## config.mk

```make
export PLATFORM = sky130hd
export DESIGN_NAME = wsc_watchdog
export DESIGN_NICKNAME = d
export VERILOG_FILES = /design/src/hdl/wsc_watchdog.v /design/src/hdl/wsc_prescaler.v
export VERILOG_INCLUDE_DIRS = /design/src /design/src/hdl
export SDC_FILE = /design/constraint.sdc
export NUM_CORES = 1
export LEC_CHECK = 0
export BUFFER_PORTS_ARGS = -buffer_cell sky130_fd_sc_hd__buf_2
export CORE_MARGIN = 1.5
export CORE_UTILIZATION = 50
export CTS_CLUSTER_SIZE = 24
export DETAILED_ROUTE_END_ITERATION = 8
export PLACE_DENSITY = 0.76
export SLEW_MARGIN = 30
export SYNTH_ARGS = -nofsm -noshare
export SYNTH_HDL_FRONTEND = slang
export SYNTH_SLANG_ARGS = --single-unit
export TNS_END_PERCENT = 100
```

## constraint.sdc

```tcl
create_clock -name clock -period 4.84 [get_ports clock]
set_input_delay 0 -clock clock [delete_from_list [all_inputs] [get_ports clock]]
set_output_delay 0 -clock clock [all_outputs]
set_load 0.02 [all_outputs]
```

## src/hdl/wsc_map.vh

```
// Purpose: Register offsets, field positions, reset values and counts of the watchdog block
// Assumes: Included by the watchdog design files
// Notes: Definitions only
`ifndef WSC_MAP_VH
`define WSC_MAP_VH
// Register offsets
`define WSC_ADDR_OPTION 4'h0
`define WSC_ADDR_PERIOD 4'h1
`define WSC_ADDR_STATUS 4'h2
// Reset values
`define WSC_OPTION_RST 8'hFF
`define WSC_PERIOD_RST 8'h08
// Field positions
`define WSC_PSA_BIT 3
`define WSC_SWEN_BIT 0
`define WSC_PS_LSB 1
`define WSC_PS_MSB 4
`define WSC_TO_BIT 4
`define WSC_PD_BIT 3
// Largest legal period select code
`define WSC_PS_MAX 4'hB
// Timing
`define WSC_LFOSC_KHZ 31
`define WSC_OST_TOSC 11'h400
// Width of the main watchdog counter
`define WSC_CNT_W 16
// Interrupt vector handed to the core
`define WSC_IRQ_VECTOR 13'h0004
`endif

```

## src/hdl/wsc_watchdog.v

```verilog
// Purpose: Watchdog timer with sleep and wake control for a small microcontroller core
// Assumes: Clock 10 MHz; oscillator tick and clock pins come from other domains
// Notes: Register port with read data one cycle after the read strobe
// Function
// Watchdog counts ticks of the 31 kHz low-frequency internal oscillator.
// Every reset loads period control with select 0100 and enable clear.
// Watchdog held cleared while the oscillator start-up timer runs.
// Configuration enable set keeps the watchdog running, software bit ignored.
// Configuration enable clear lets the software bit start and stop it.
// Period select bits 4..1 choose 1:32 doubling to 1:65536; codes above reserved.
// Software enable at bit 0, reset zero; bits 7..5 read zero.
// Count cleared when disabled, on clear instruction, oscillator fail, or fast-clock wake.
// Crystal-clock wake keeps watchdog cleared until 1024 oscillator periods pass.
// Shared 8-bit prescaler selectable by assignment and rate bits extends timeout.
// Sleep entry clears but runs watchdog, sets timeout, clears powerdown, holds pins.
// Watchdog reset is internal and never drives the master clear pin.
// Master clear in sleep resets; watchdog or interrupt wake resumes execution.
// Powerdown set at power-up, cleared in sleep; timeout cleared by watchdog wake.
// An interrupt wakes from sleep if its own enable is set, whatever global enable.
// After interrupt wake, run prefetched instruction, then vector 0004h if enabled.
// Watchdog count cleared on every wake from sleep.
// Pending enabled interrupt before sleep makes sleep a no-operation, nothing changes.
// Interrupt during sleep: complete sleep effects, then wake immediately.
// Only sources needing no on-chip clock may wake the device.
// Software should clear the watchdog just before sleeping.
// Overflow awake resets and clears timeout; overflow asleep wakes and resumes.
`timescale 1ns/1ps
`default_nettype none
`include "wsc_map.vh"
module wsc_watchdog (
   // Clock and reset
   input wire clock,
   input wire nrst,
   input wire powerOnReset,
   // Register port
   input wire [3:0] regAddr,
   input wire [7:0] regWrData,
   input wire regWrite,
   input wire regRead,
   output reg [7:0] regRdData,
   // Configuration word and clocking
   input wire configWatchdogEnable,
   input wire crystalClock,
   input wire oscFail,
   // Asynchronous inputs
   input wire lowFreqInternalOsc,
   input wire oscTosc,
   input wire masterClearPinN,
   input wire [7:0] asyncWakeFlags,
   // Core instructions
   input wire watchdogClearInstr,
   input wire sleepInstr,
   input wire [7:0] irqEnables,
   input wire [7:0] irqFlags,
   input wire globalIrqEnable,
   // Core control outputs
   output reg deviceResetReq,
   output reg sleeping,
   output reg oscDriverOff,
   output reg holdPorts,
   output reg resumeStrobe,
   output reg vectorTaken,
   output reg [12:0] vectorAddr,
   output reg timeoutFlag,
   output reg powerdownFlag,
   output reg masterClearPinOe,
   output reg watchdogRunning
);
   // States of the sleep controller
   localparam ST_AWAKE = 2'b00;
   localparam ST_SLEEP = 2'b01;
   localparam ST_OST = 2'b10;
   localparam [10:0] OST_LAST = `WSC_OST_TOSC - 11'h001;
   localparam [7:0] RST_OPT = `WSC_OPTION_RST;
   localparam [7:0] RST_PER = `WSC_PERIOD_RST;
   reg [7:0] timerOption;
   reg [7:0] periodControl;
   reg [1:0] state;
   reg [1:0] next_state;
   reg [10:0] ostCount;
   reg [`WSC_CNT_W-1:0] wdtCount;
   reg [2:0] syncLf;
   reg [1:0] syncTosc;
   reg syncToscLast;
   reg [1:0] syncMclr;
   reg [7:0] syncWake1;
   reg [7:0] syncWake2;
   reg wdtTickSel;
   wire lfTick;
   wire toscTick;
   wire enabled;
   wire wdtClear;
   wire baseTick;
   wire psTick;
   wire wdtOverflow;
   wire [7:0] wakeFlags;
   wire irqPending;
   wire [3:0] periodSel;
   wire [3:0] periodSafe;
   wire [`WSC_CNT_W-1:0] periodMask;
   // ------------------------------------------------------------
   // Input synchronisers
   // ------------------------------------------------------------
   always @(posedge clock) begin
      if (!nrst) begin
         syncLf <= 3'b000;
         syncTosc <= 2'b00;
         syncToscLast <= 1'b0;
         syncMclr <= 2'b11;
         syncWake1 <= 8'h00;
         syncWake2 <= 8'h00;
      end else begin
         syncLf <= {syncLf[1:0], lowFreqInternalOsc};
         syncTosc <= {syncTosc[0], oscTosc};
         syncToscLast <= syncTosc[1];
         syncMclr <= {syncMclr[0], masterClearPinN};
         syncWake1 <= asyncWakeFlags;
         syncWake2 <= syncWake1;
      end
   end
   // Rising edges of the oscillator inputs
   assign lfTick = syncLf[1] & ~syncLf[2];
   assign toscTick = syncTosc[1] & ~syncToscLast;
   // Wake sources that run without on-chip clocks, gated by own enable
   assign wakeFlags = (syncWake2 | irqFlags) & irqEnables;
   assign irqPending = |wakeFlags;
   // ------------------------------------------------------------
   // Register file
   // ------------------------------------------------------------
   always @(posedge clock) begin
      if (!nrst) begin
         timerOption <= RST_OPT;
         periodControl <= RST_PER;
      end else if (regWrite) begin
         if (regAddr == `WSC_ADDR_OPTION) begin
            timerOption <= regWrData;
         end
         if (regAddr == `WSC_ADDR_PERIOD) begin
            periodControl <= {3'b000, regWrData[4:0]};
         end
      end
   end
   // Read data, one cycle after the strobe
   always @(posedge clock) begin
      if (!nrst) begin
         regRdData <= 8'h00;
      end else if (regRead) begin
         case (regAddr)
            `WSC_ADDR_OPTION: regRdData <= timerOption;
            `WSC_ADDR_PERIOD: regRdData <= {3'b000, periodControl[4:0]};
            `WSC_ADDR_STATUS: regRdData <= {3'b000, timeoutFlag, powerdownFlag, 3'b000};
            default: regRdData <= 8'h00;
         endcase
      end else begin
         regRdData <= 8'h00;
      end
   end
   // ------------------------------------------------------------
   // Watchdog counting
   // ------------------------------------------------------------
   assign enabled = configWatchdogEnable | periodControl[`WSC_SWEN_BIT];
   assign periodSel = periodControl[`WSC_PS_MSB:`WSC_PS_LSB];
   // Reserved codes behave as the longest period
   assign periodSafe = (periodSel > `WSC_PS_MAX) ? `WSC_PS_MAX : periodSel;
   // Low 5+select bits of the count; all ones marks the last tick of a period
   assign periodMask = 16'hFFFF >> (`WSC_PS_MAX - periodSafe);
   // Clear conditions
   assign wdtClear = !enabled || watchdogClearInstr || oscFail || (state == ST_OST)
      || (state == ST_SLEEP && next_state != ST_SLEEP)
      || (state == ST_AWAKE && next_state == ST_SLEEP);
   // Main divider overflow at 2^(5+select) ticks
   always @(posedge clock) begin
      if (!nrst || wdtClear) begin
         wdtCount <= {`WSC_CNT_W{1'b0}};
         wdtTickSel <= 1'b0;
      end else begin
         wdtTickSel <= 1'b0;
         if (lfTick) begin
            wdtCount <= wdtCount + {{(`WSC_CNT_W-1){1'b0}}, 1'b1};
            wdtTickSel <= (wdtCount & periodMask) == periodMask;
         end
      end
   end
   assign baseTick = wdtTickSel;
   // Shared prescaler, used by the watchdog when assigned to it
   wsc_prescaler uPrescaler (
      .clock(clock),
      .nrst(nrst),
      .clear(wdtClear | ~timerOption[`WSC_PSA_BIT]),
      .rate(timerOption[2:0]),
      .tickIn(baseTick),
      .tickOut(psTick)
   );
   assign wdtOverflow = timerOption[`WSC_PSA_BIT] ? psTick : baseTick;
   // ------------------------------------------------------------
   // Sleep controller
   // ------------------------------------------------------------
   always @* begin
      next_state = state;
      case (state)
         ST_AWAKE: begin
            // A pending interrupt turns sleep into a no-operation
            if (sleepInstr && !irqPending) begin
               next_state = ST_SLEEP;
            end
         end
         ST_SLEEP: begin
            if (!syncMclr[1]) begin
               next_state = ST_AWAKE;
            end else if (irqPending || wdtOverflow) begin
               next_state = crystalClock ? ST_OST : ST_AWAKE;
            end
         end
         ST_OST: begin
            // Leave on the last counted oscillator edge, not one early
            if (toscTick && ostCount == OST_LAST) begin
               next_state = ST_AWAKE;
            end
         end
         default: next_state = ST_AWAKE;
      endcase
   end
   // State, start-up count and sleep outputs
   always @(posedge clock) begin
      if (!nrst) begin
         state <= ST_AWAKE;
         ostCount <= 11'h000;
         deviceResetReq <= 1'b0;
         resumeStrobe <= 1'b0;
         vectorTaken <= 1'b0;
         vectorAddr <= 13'h0000;
         sleeping <= 1'b0;
         oscDriverOff <= 1'b0;
         holdPorts <= 1'b0;
      end else begin
         state <= next_state;
         deviceResetReq <= 1'b0;
         resumeStrobe <= 1'b0;
         vectorTaken <= 1'b0;
         if (state == ST_OST) begin
            if (toscTick) begin
               ostCount <= ostCount + 11'h001;
            end
         end else begin
            ostCount <= 11'h000;
         end
         // Watchdog overflow while awake resets internally
         if (state == ST_AWAKE && wdtOverflow && !wdtClear) begin
            deviceResetReq <= 1'b1;
         end
         if (state == ST_SLEEP && !syncMclr[1]) begin
            deviceResetReq <= 1'b1;
         end else if (next_state == ST_AWAKE && state != ST_AWAKE) begin
            resumeStrobe <= 1'b1;
            vectorTaken <= globalIrqEnable & irqPending;
            vectorAddr <= (globalIrqEnable & irqPending) ? `WSC_IRQ_VECTOR : 13'h0000;
         end
         sleeping <= (next_state == ST_SLEEP);
         oscDriverOff <= (next_state == ST_SLEEP);
         holdPorts <= (next_state == ST_SLEEP);
      end
   end
   // ------------------------------------------------------------
   // Status flags
   // ------------------------------------------------------------
   always @(posedge clock) begin
      if (!powerOnReset) begin
         timeoutFlag <= 1'b1;
         powerdownFlag <= 1'b1;
      end else if (state == ST_AWAKE && wdtOverflow && !wdtClear) begin
         timeoutFlag <= 1'b0;
      end else if (state == ST_SLEEP && wdtOverflow && !irqPending && syncMclr[1]) begin
         timeoutFlag <= 1'b0;
      end else if (watchdogClearInstr) begin
         timeoutFlag <= 1'b1;
         powerdownFlag <= 1'b1;
      end else if (state == ST_AWAKE && next_state == ST_SLEEP) begin
         timeoutFlag <= 1'b1;
         powerdownFlag <= 1'b0;
      end
   end
   // Pin is never driven; running indicator
   always @(posedge clock) begin
      if (!nrst) begin
         masterClearPinOe <= 1'b0;
         watchdogRunning <= 1'b0;
      end else begin
         masterClearPinOe <= 1'b0;
         watchdogRunning <= enabled && state != ST_OST;
      end
   end
endmodule // wsc_watchdog
`default_nettype wire

```

## src/hdl/wsc_prescaler.v

```verilog
// Purpose: Shared 8-bit prescaler that can extend the watchdog period
// Assumes: Tick input is one clock wide
// Notes: Rate 0 divides by 1, each step doubles, up to 1:128
`timescale 1ns/1ps
`default_nettype none
module wsc_prescaler (
   // Clock and reset
   input wire clock,
   input wire nrst,
   // Control
   input wire clear,
   input wire [2:0] rate,
   // Ticks
   input wire tickIn,
   output reg tickOut
);
   reg [7:0] count;
   wire [7:0] next_count;
   wire hit;
   assign next_count = count + 8'h01;
   // Division by two to the power of the rate
   assign hit = (next_count & ((8'h01 << rate) - 8'h01)) == 8'h00;
   // ------------------------------------------------------------
   // Divider
   // ------------------------------------------------------------
   always @(posedge clock) begin
      if (!nrst || clear) begin
         count <= 8'h00;
         tickOut <= 1'b0;
      end else begin
         tickOut <= 1'b0;
         if (tickIn) begin
            count <= next_count;
            tickOut <= hit;
         end
      end
   end
endmodule // wsc_prescaler
`default_nettype wire

```

==> metrics.txt <==
# TYPE chip_impl_metric gauge
chip_impl_metric{name="setup_total_negative_slack",unit="ps"} 0
chip_impl_metric{name="synth_top_area_share",unit="%"} 47.5
chip_impl_metric{name="initial_utilization",unit="%"} 52.3
chip_impl_info{name="r2r-start",value="syncTosc[1]"} 1
chip_impl_metric{name="whs_path_depth",unit=""} 3
chip_impl_metric{name="cp.arrival",unit="ps"} 2910
chip_impl_info{name="timing.hold.worst.class",value="in2reg"} 1
chip_impl_metric{name="layout-drive-gt1-share",unit="%"} 18.6
chip_impl_metric{name="clk_path_buf_depth",unit=""} 2
chip_impl_metric{name="tightestPinTransition",unit="ps"} 939
chip_impl_metric{name="grt_remaining_overflow",unit=""} 0
chip_impl_metric{name="area_growth",unit="%"} 20.2
chip_impl_info{name="ctsRootBufferMaster",value="clkbuf_8"} 1
chip_impl_metric{name="route.detailed.wl_per_inst",unit="um"} 12.6
chip_impl_info{name="synthMostInstantiatedCell",value="dfxtp_1"} 1
chip_impl_metric{name="via_per_inst",unit=""} 5.03
chip_impl_metric{name="detail_route.first_pass.iterations",unit=""} 4
chip_impl_metric{name="critPathRequiredTime",unit="ps"} 5160
chip_impl_info{name="synth_top_family_by_area",value="simple AND/OR/NAND/NOR gates"} 1
chip_impl_metric{name="hold-worst-slack",unit="ps"} 45.9
chip_impl_info{name="endpoint_kind",value="register"} 1
chip_impl_metric{name="number_of_global_route_vias_before_repair",unit=""} 2892
chip_impl_metric{name="placement.io_buffers",unit=""} 67
chip_impl_metric{name="fin_skew",unit="ps"} 11.5
chip_impl_metric{name="setup_viol_count_final",unit=""} 0
chip_impl_info{name="status",value="complete, no violations"} 1
chip_impl_metric{name="timing.reg2reg.worst_path_depth",unit=""} 6
chip_impl_info{name="crit-reg2reg-capture",value="vectorTaken"} 1
chip_impl_metric{name="synth-edff-count",unit=""} 0
chip_impl_metric{name="globalRouteTotalUtil",unit="%"} 19.2
chip_impl_metric{name="htree_levels",unit=""} 3
chip_impl_metric{name="synth-adder-area-share",unit="%"} 0.979
chip_impl_metric{name="post_synth_inst_count",unit=""} 406
chip_impl_metric{name="post_synth_and_or_nand_nor_area_fraction",unit="%"} 23.9
chip_impl_metric{name="ir_worst_vdd",unit="mV"} 0.173
chip_impl_metric{name="drt_drc_violations_left",unit=""} 0
chip_impl_metric{name="power-per-cell-area",unit="nW/um^2"} 294
chip_impl_metric{name="num-nets-final",unit=""} 547
chip_impl_metric{name="ioPinCount",unit=""} 81
chip_impl_metric{name="postCtsSetupBuffers",unit=""} 0
chip_impl_metric{name="postSynth.asyncResetShare",unit="%"} 0
chip_impl_metric{name="postSynthRegisterBits",unit=""} 91
chip_impl_metric{name="wirelength",unit="um"} 7520
chip_impl_metric{name="post_synth.cell_area_avg",unit="sq um"} 9.44
chip_impl_info{name="rsz0062_at_grt",value="no"} 1
chip_impl_metric{name="floorplan.die.height",unit="um"} 90.6
chip_impl_metric{name="post-route-period-util",unit="%"} 53.4
chip_impl_metric{name="grt_start_max_net_pins",unit=""} 48
chip_impl_info{name="critical_path_class",value="reg2reg"} 1
chip_impl_metric{name="die-width",unit="um"} 90.6
chip_impl_metric{name="maxSlewViolCount",unit=""} 0
chip_impl_metric{name="hold_buffers",unit=""} 27
chip_impl_info{name="tritoncts",value="done"} 1
chip_impl_metric{name="yosys.cell_types.count",unit=""} 50
chip_impl_metric{name="timing.max_slew.rel_slack",unit="%"} 37.4
chip_impl_metric{name="placedInstanceArea",unit="sq um"} 4140
chip_impl_metric{name="cts_repair_resize_count",unit=""} 0
chip_impl_metric{name="initial_antenna_violation_count",unit=""} 0
chip_impl_metric{name="synth-xor-area-share",unit="%"} 7.54
chip_impl_metric{name="insertion_delay",unit="ps"} 370
chip_impl_metric{name="tritoncts.num_buffers",unit=""} 9
chip_impl_metric{name="report.final.hold_viol_count",unit=""} 0
chip_impl_info{name="post-synth-top-area-cell",value="dfxtp_1"} 1
chip_impl_info{name="ys_top_cells_by_count",value="dfxtp_1, nor2_1, and2_1, nand2_1, xor2_1"} 1
chip_impl_metric{name="synth-compound-area-share",unit="%"} 8.55
chip_impl_metric{name="post-layout-total-power",unit="mW"} 1.35
chip_impl_metric{name="antenna_cells",unit=""} 0
chip_impl_metric{name="core.rowCount",unit=""} 31
chip_impl_info{name="min_to",value="state[1]"} 1
chip_impl_metric{name="final_core_util",unit="%"} 62.8
chip_impl_metric{name="worst_setup_hold_path_clk_slew",unit="ps"} 100
chip_impl_metric{name="routabilityCongestion",unit=""} 0.846
chip_impl_metric{name="sink_count",unit=""} 91
chip_impl_metric{name="route.vias.total",unit=""} 3006
chip_impl_metric{name="synth.cell_area",unit="sq um"} 3830
chip_impl_metric{name="final_period_minus_worst_setup_slack",unit="ps"} 2590
chip_impl_metric{name="dp_hpwl",unit="um"} 5280
chip_impl_metric{name="timing.critical_path.fanout_max",unit=""} 6
chip_impl_metric{name="design_area",unit="sq um"} 4610
chip_impl_info{name="synthTopCellsByArea",value="dfxtp_1, mux2i_1, xor2_1, and2_1, nor2_1"} 1
chip_impl_metric{name="detailedRoute.firstIterationViolations",unit=""} 112
chip_impl_metric{name="ys_warn_count",unit=""} 0
chip_impl_info{name="synth_ff_type",value="dfxtp_1"} 1
chip_impl_metric{name="drtAntennaViolNets",unit=""} 0
chip_impl_metric{name="placeableCoreArea",unit="sq um"} 7330
chip_impl_metric{name="p_leak",unit="nW"} 1.81
chip_impl_info{name="worstSetupStartpointType",value="register"} 1
chip_impl_metric{name="grt_first_pass_wirelength",unit="um"} 12700
chip_impl_metric{name="synth_sequential_area_ratio",unit="%"} 47.5
chip_impl_info{name="worstHoldStart",value="crystalClock"} 1
chip_impl_metric{name="synthMuxAreaShare",unit="%"} 5.87
chip_impl_metric{name="max_frequency",unit="GHz"} 0.387
chip_impl_metric{name="design.die.area",unit="sq um"} 8200
chip_impl_metric{name="drv_cap",unit=""} 0
chip_impl_metric{name="regToRegSetupSlack",unit="ps"} 2250
-- worst max-delay path by stage --
stage / from / end / slack (ps) / cells past startpoint
3_5_place_dp: syncWake2[4] / uPrescaler.tickOut / 2340 / 5
4_1_cts: syncTosc[1] / vectorTaken / 2260 / 6
3_3_place_gp: baseTick / uPrescaler.tickOut / 2460 / 5
2_1_floorplan: baseTick / uPrescaler.count[4] / 2890 / 8
5_1_grt: syncTosc[1] / vectorTaken / 2100 / 6
6_report: syncTosc[1] / vectorTaken / 2250 / 6
-- stage by stage --
stage          cells  setup slack, ps
6_report         598             2250
5_1_grt          598             2100
4_1_cts          598             2260
3_5_place_dp     555             2340
3_3_place_gp     555             2460
2_1_floorplan    418             2890
-- cells in the final DEF, fill, tap and decap left out, types with 9 or more instances in the layout --
master / synthesis / routed
nor3_1: 11 / 11
xor2_1: 23 / 23
nand4_1: 9 / 9
xnor2_1: 10 / 10
clkbuf_8: 0 / 9
a21oi_1: 10 / 10
nor2b_1: 9 / 9
nor2_1: 42 / 42
and2_1: 28 / 28
o21ai_0: 19 / 19
nand2_1: 28 / 28
dfxtp_1: 91 / 91
conb_1: 1 / 13
mux2i_1: 21 / 21
nand3_1: 13 / 13
dlygate4sd3_1: 0 / 27
buf_2: 0 / 67
-- per-layer routing --
layer / part of all wire (%) / up-vias / global-route usage, % / routed length, um
li1: - / 1541 / - / -
met1: 46 / 1384 / 23.1 / 3430
met3: 3.8 / 8 / 4.21 / 284
met4: 1.3 / 0 / 8.86 / 98
met2: 49 / 73 / 32.6 / 3700
met5: 0 / - / 0 / 0
-- flip-flops by register name (all words and copies together), names as in the netlist, 3 cells and up --
register,flops
wdtCount,16
ostCount,11
regRdData,8
syncWake1,8
syncWake2,8
timerOption,8
uPrescaler.count,7
periodControl,5
syncLf,3
-- critical path, cell delays in order (launching register included) --
cell and delay (ps):
dfxtp_1 340, nor2b_1 400, nand4_1 320, o31a_1 410, or3_1 350, nor3_1 160
dlygate4sd3_1 560
-- power breakdown --
part / switching [mW] / internal [mW]
combinational: 0.0475 / 0.0450
sequential: 0.00571 / 0.761
clock: 0.294 / 0.200
-- cell families (layout without fill, tap and decap cells) --
logic type | after synthesis | after routing
simple gates | 171 | 171
flops | 91 | 91
compound gates | 51 | 51
buf+inv | 34 | 115
xor+xnor | 33 | 33
mux | 22 | 22
fa+ha+maj | 3 | 3
other cells | 1 | 13
-- cell type report --
type / count / area [sq um]
sequential: 91 / 1820
clock buffer: 9 / 124
inverter: 5 / 18.8
timing repair buffer: 94 / 606
tap: 99 / 124
clock inverter: 7 / 70.1
fill: 643 / 2720
multi-input combinational: 293 / 1840
Note: power is estimated with default switching activity, not from simulation.
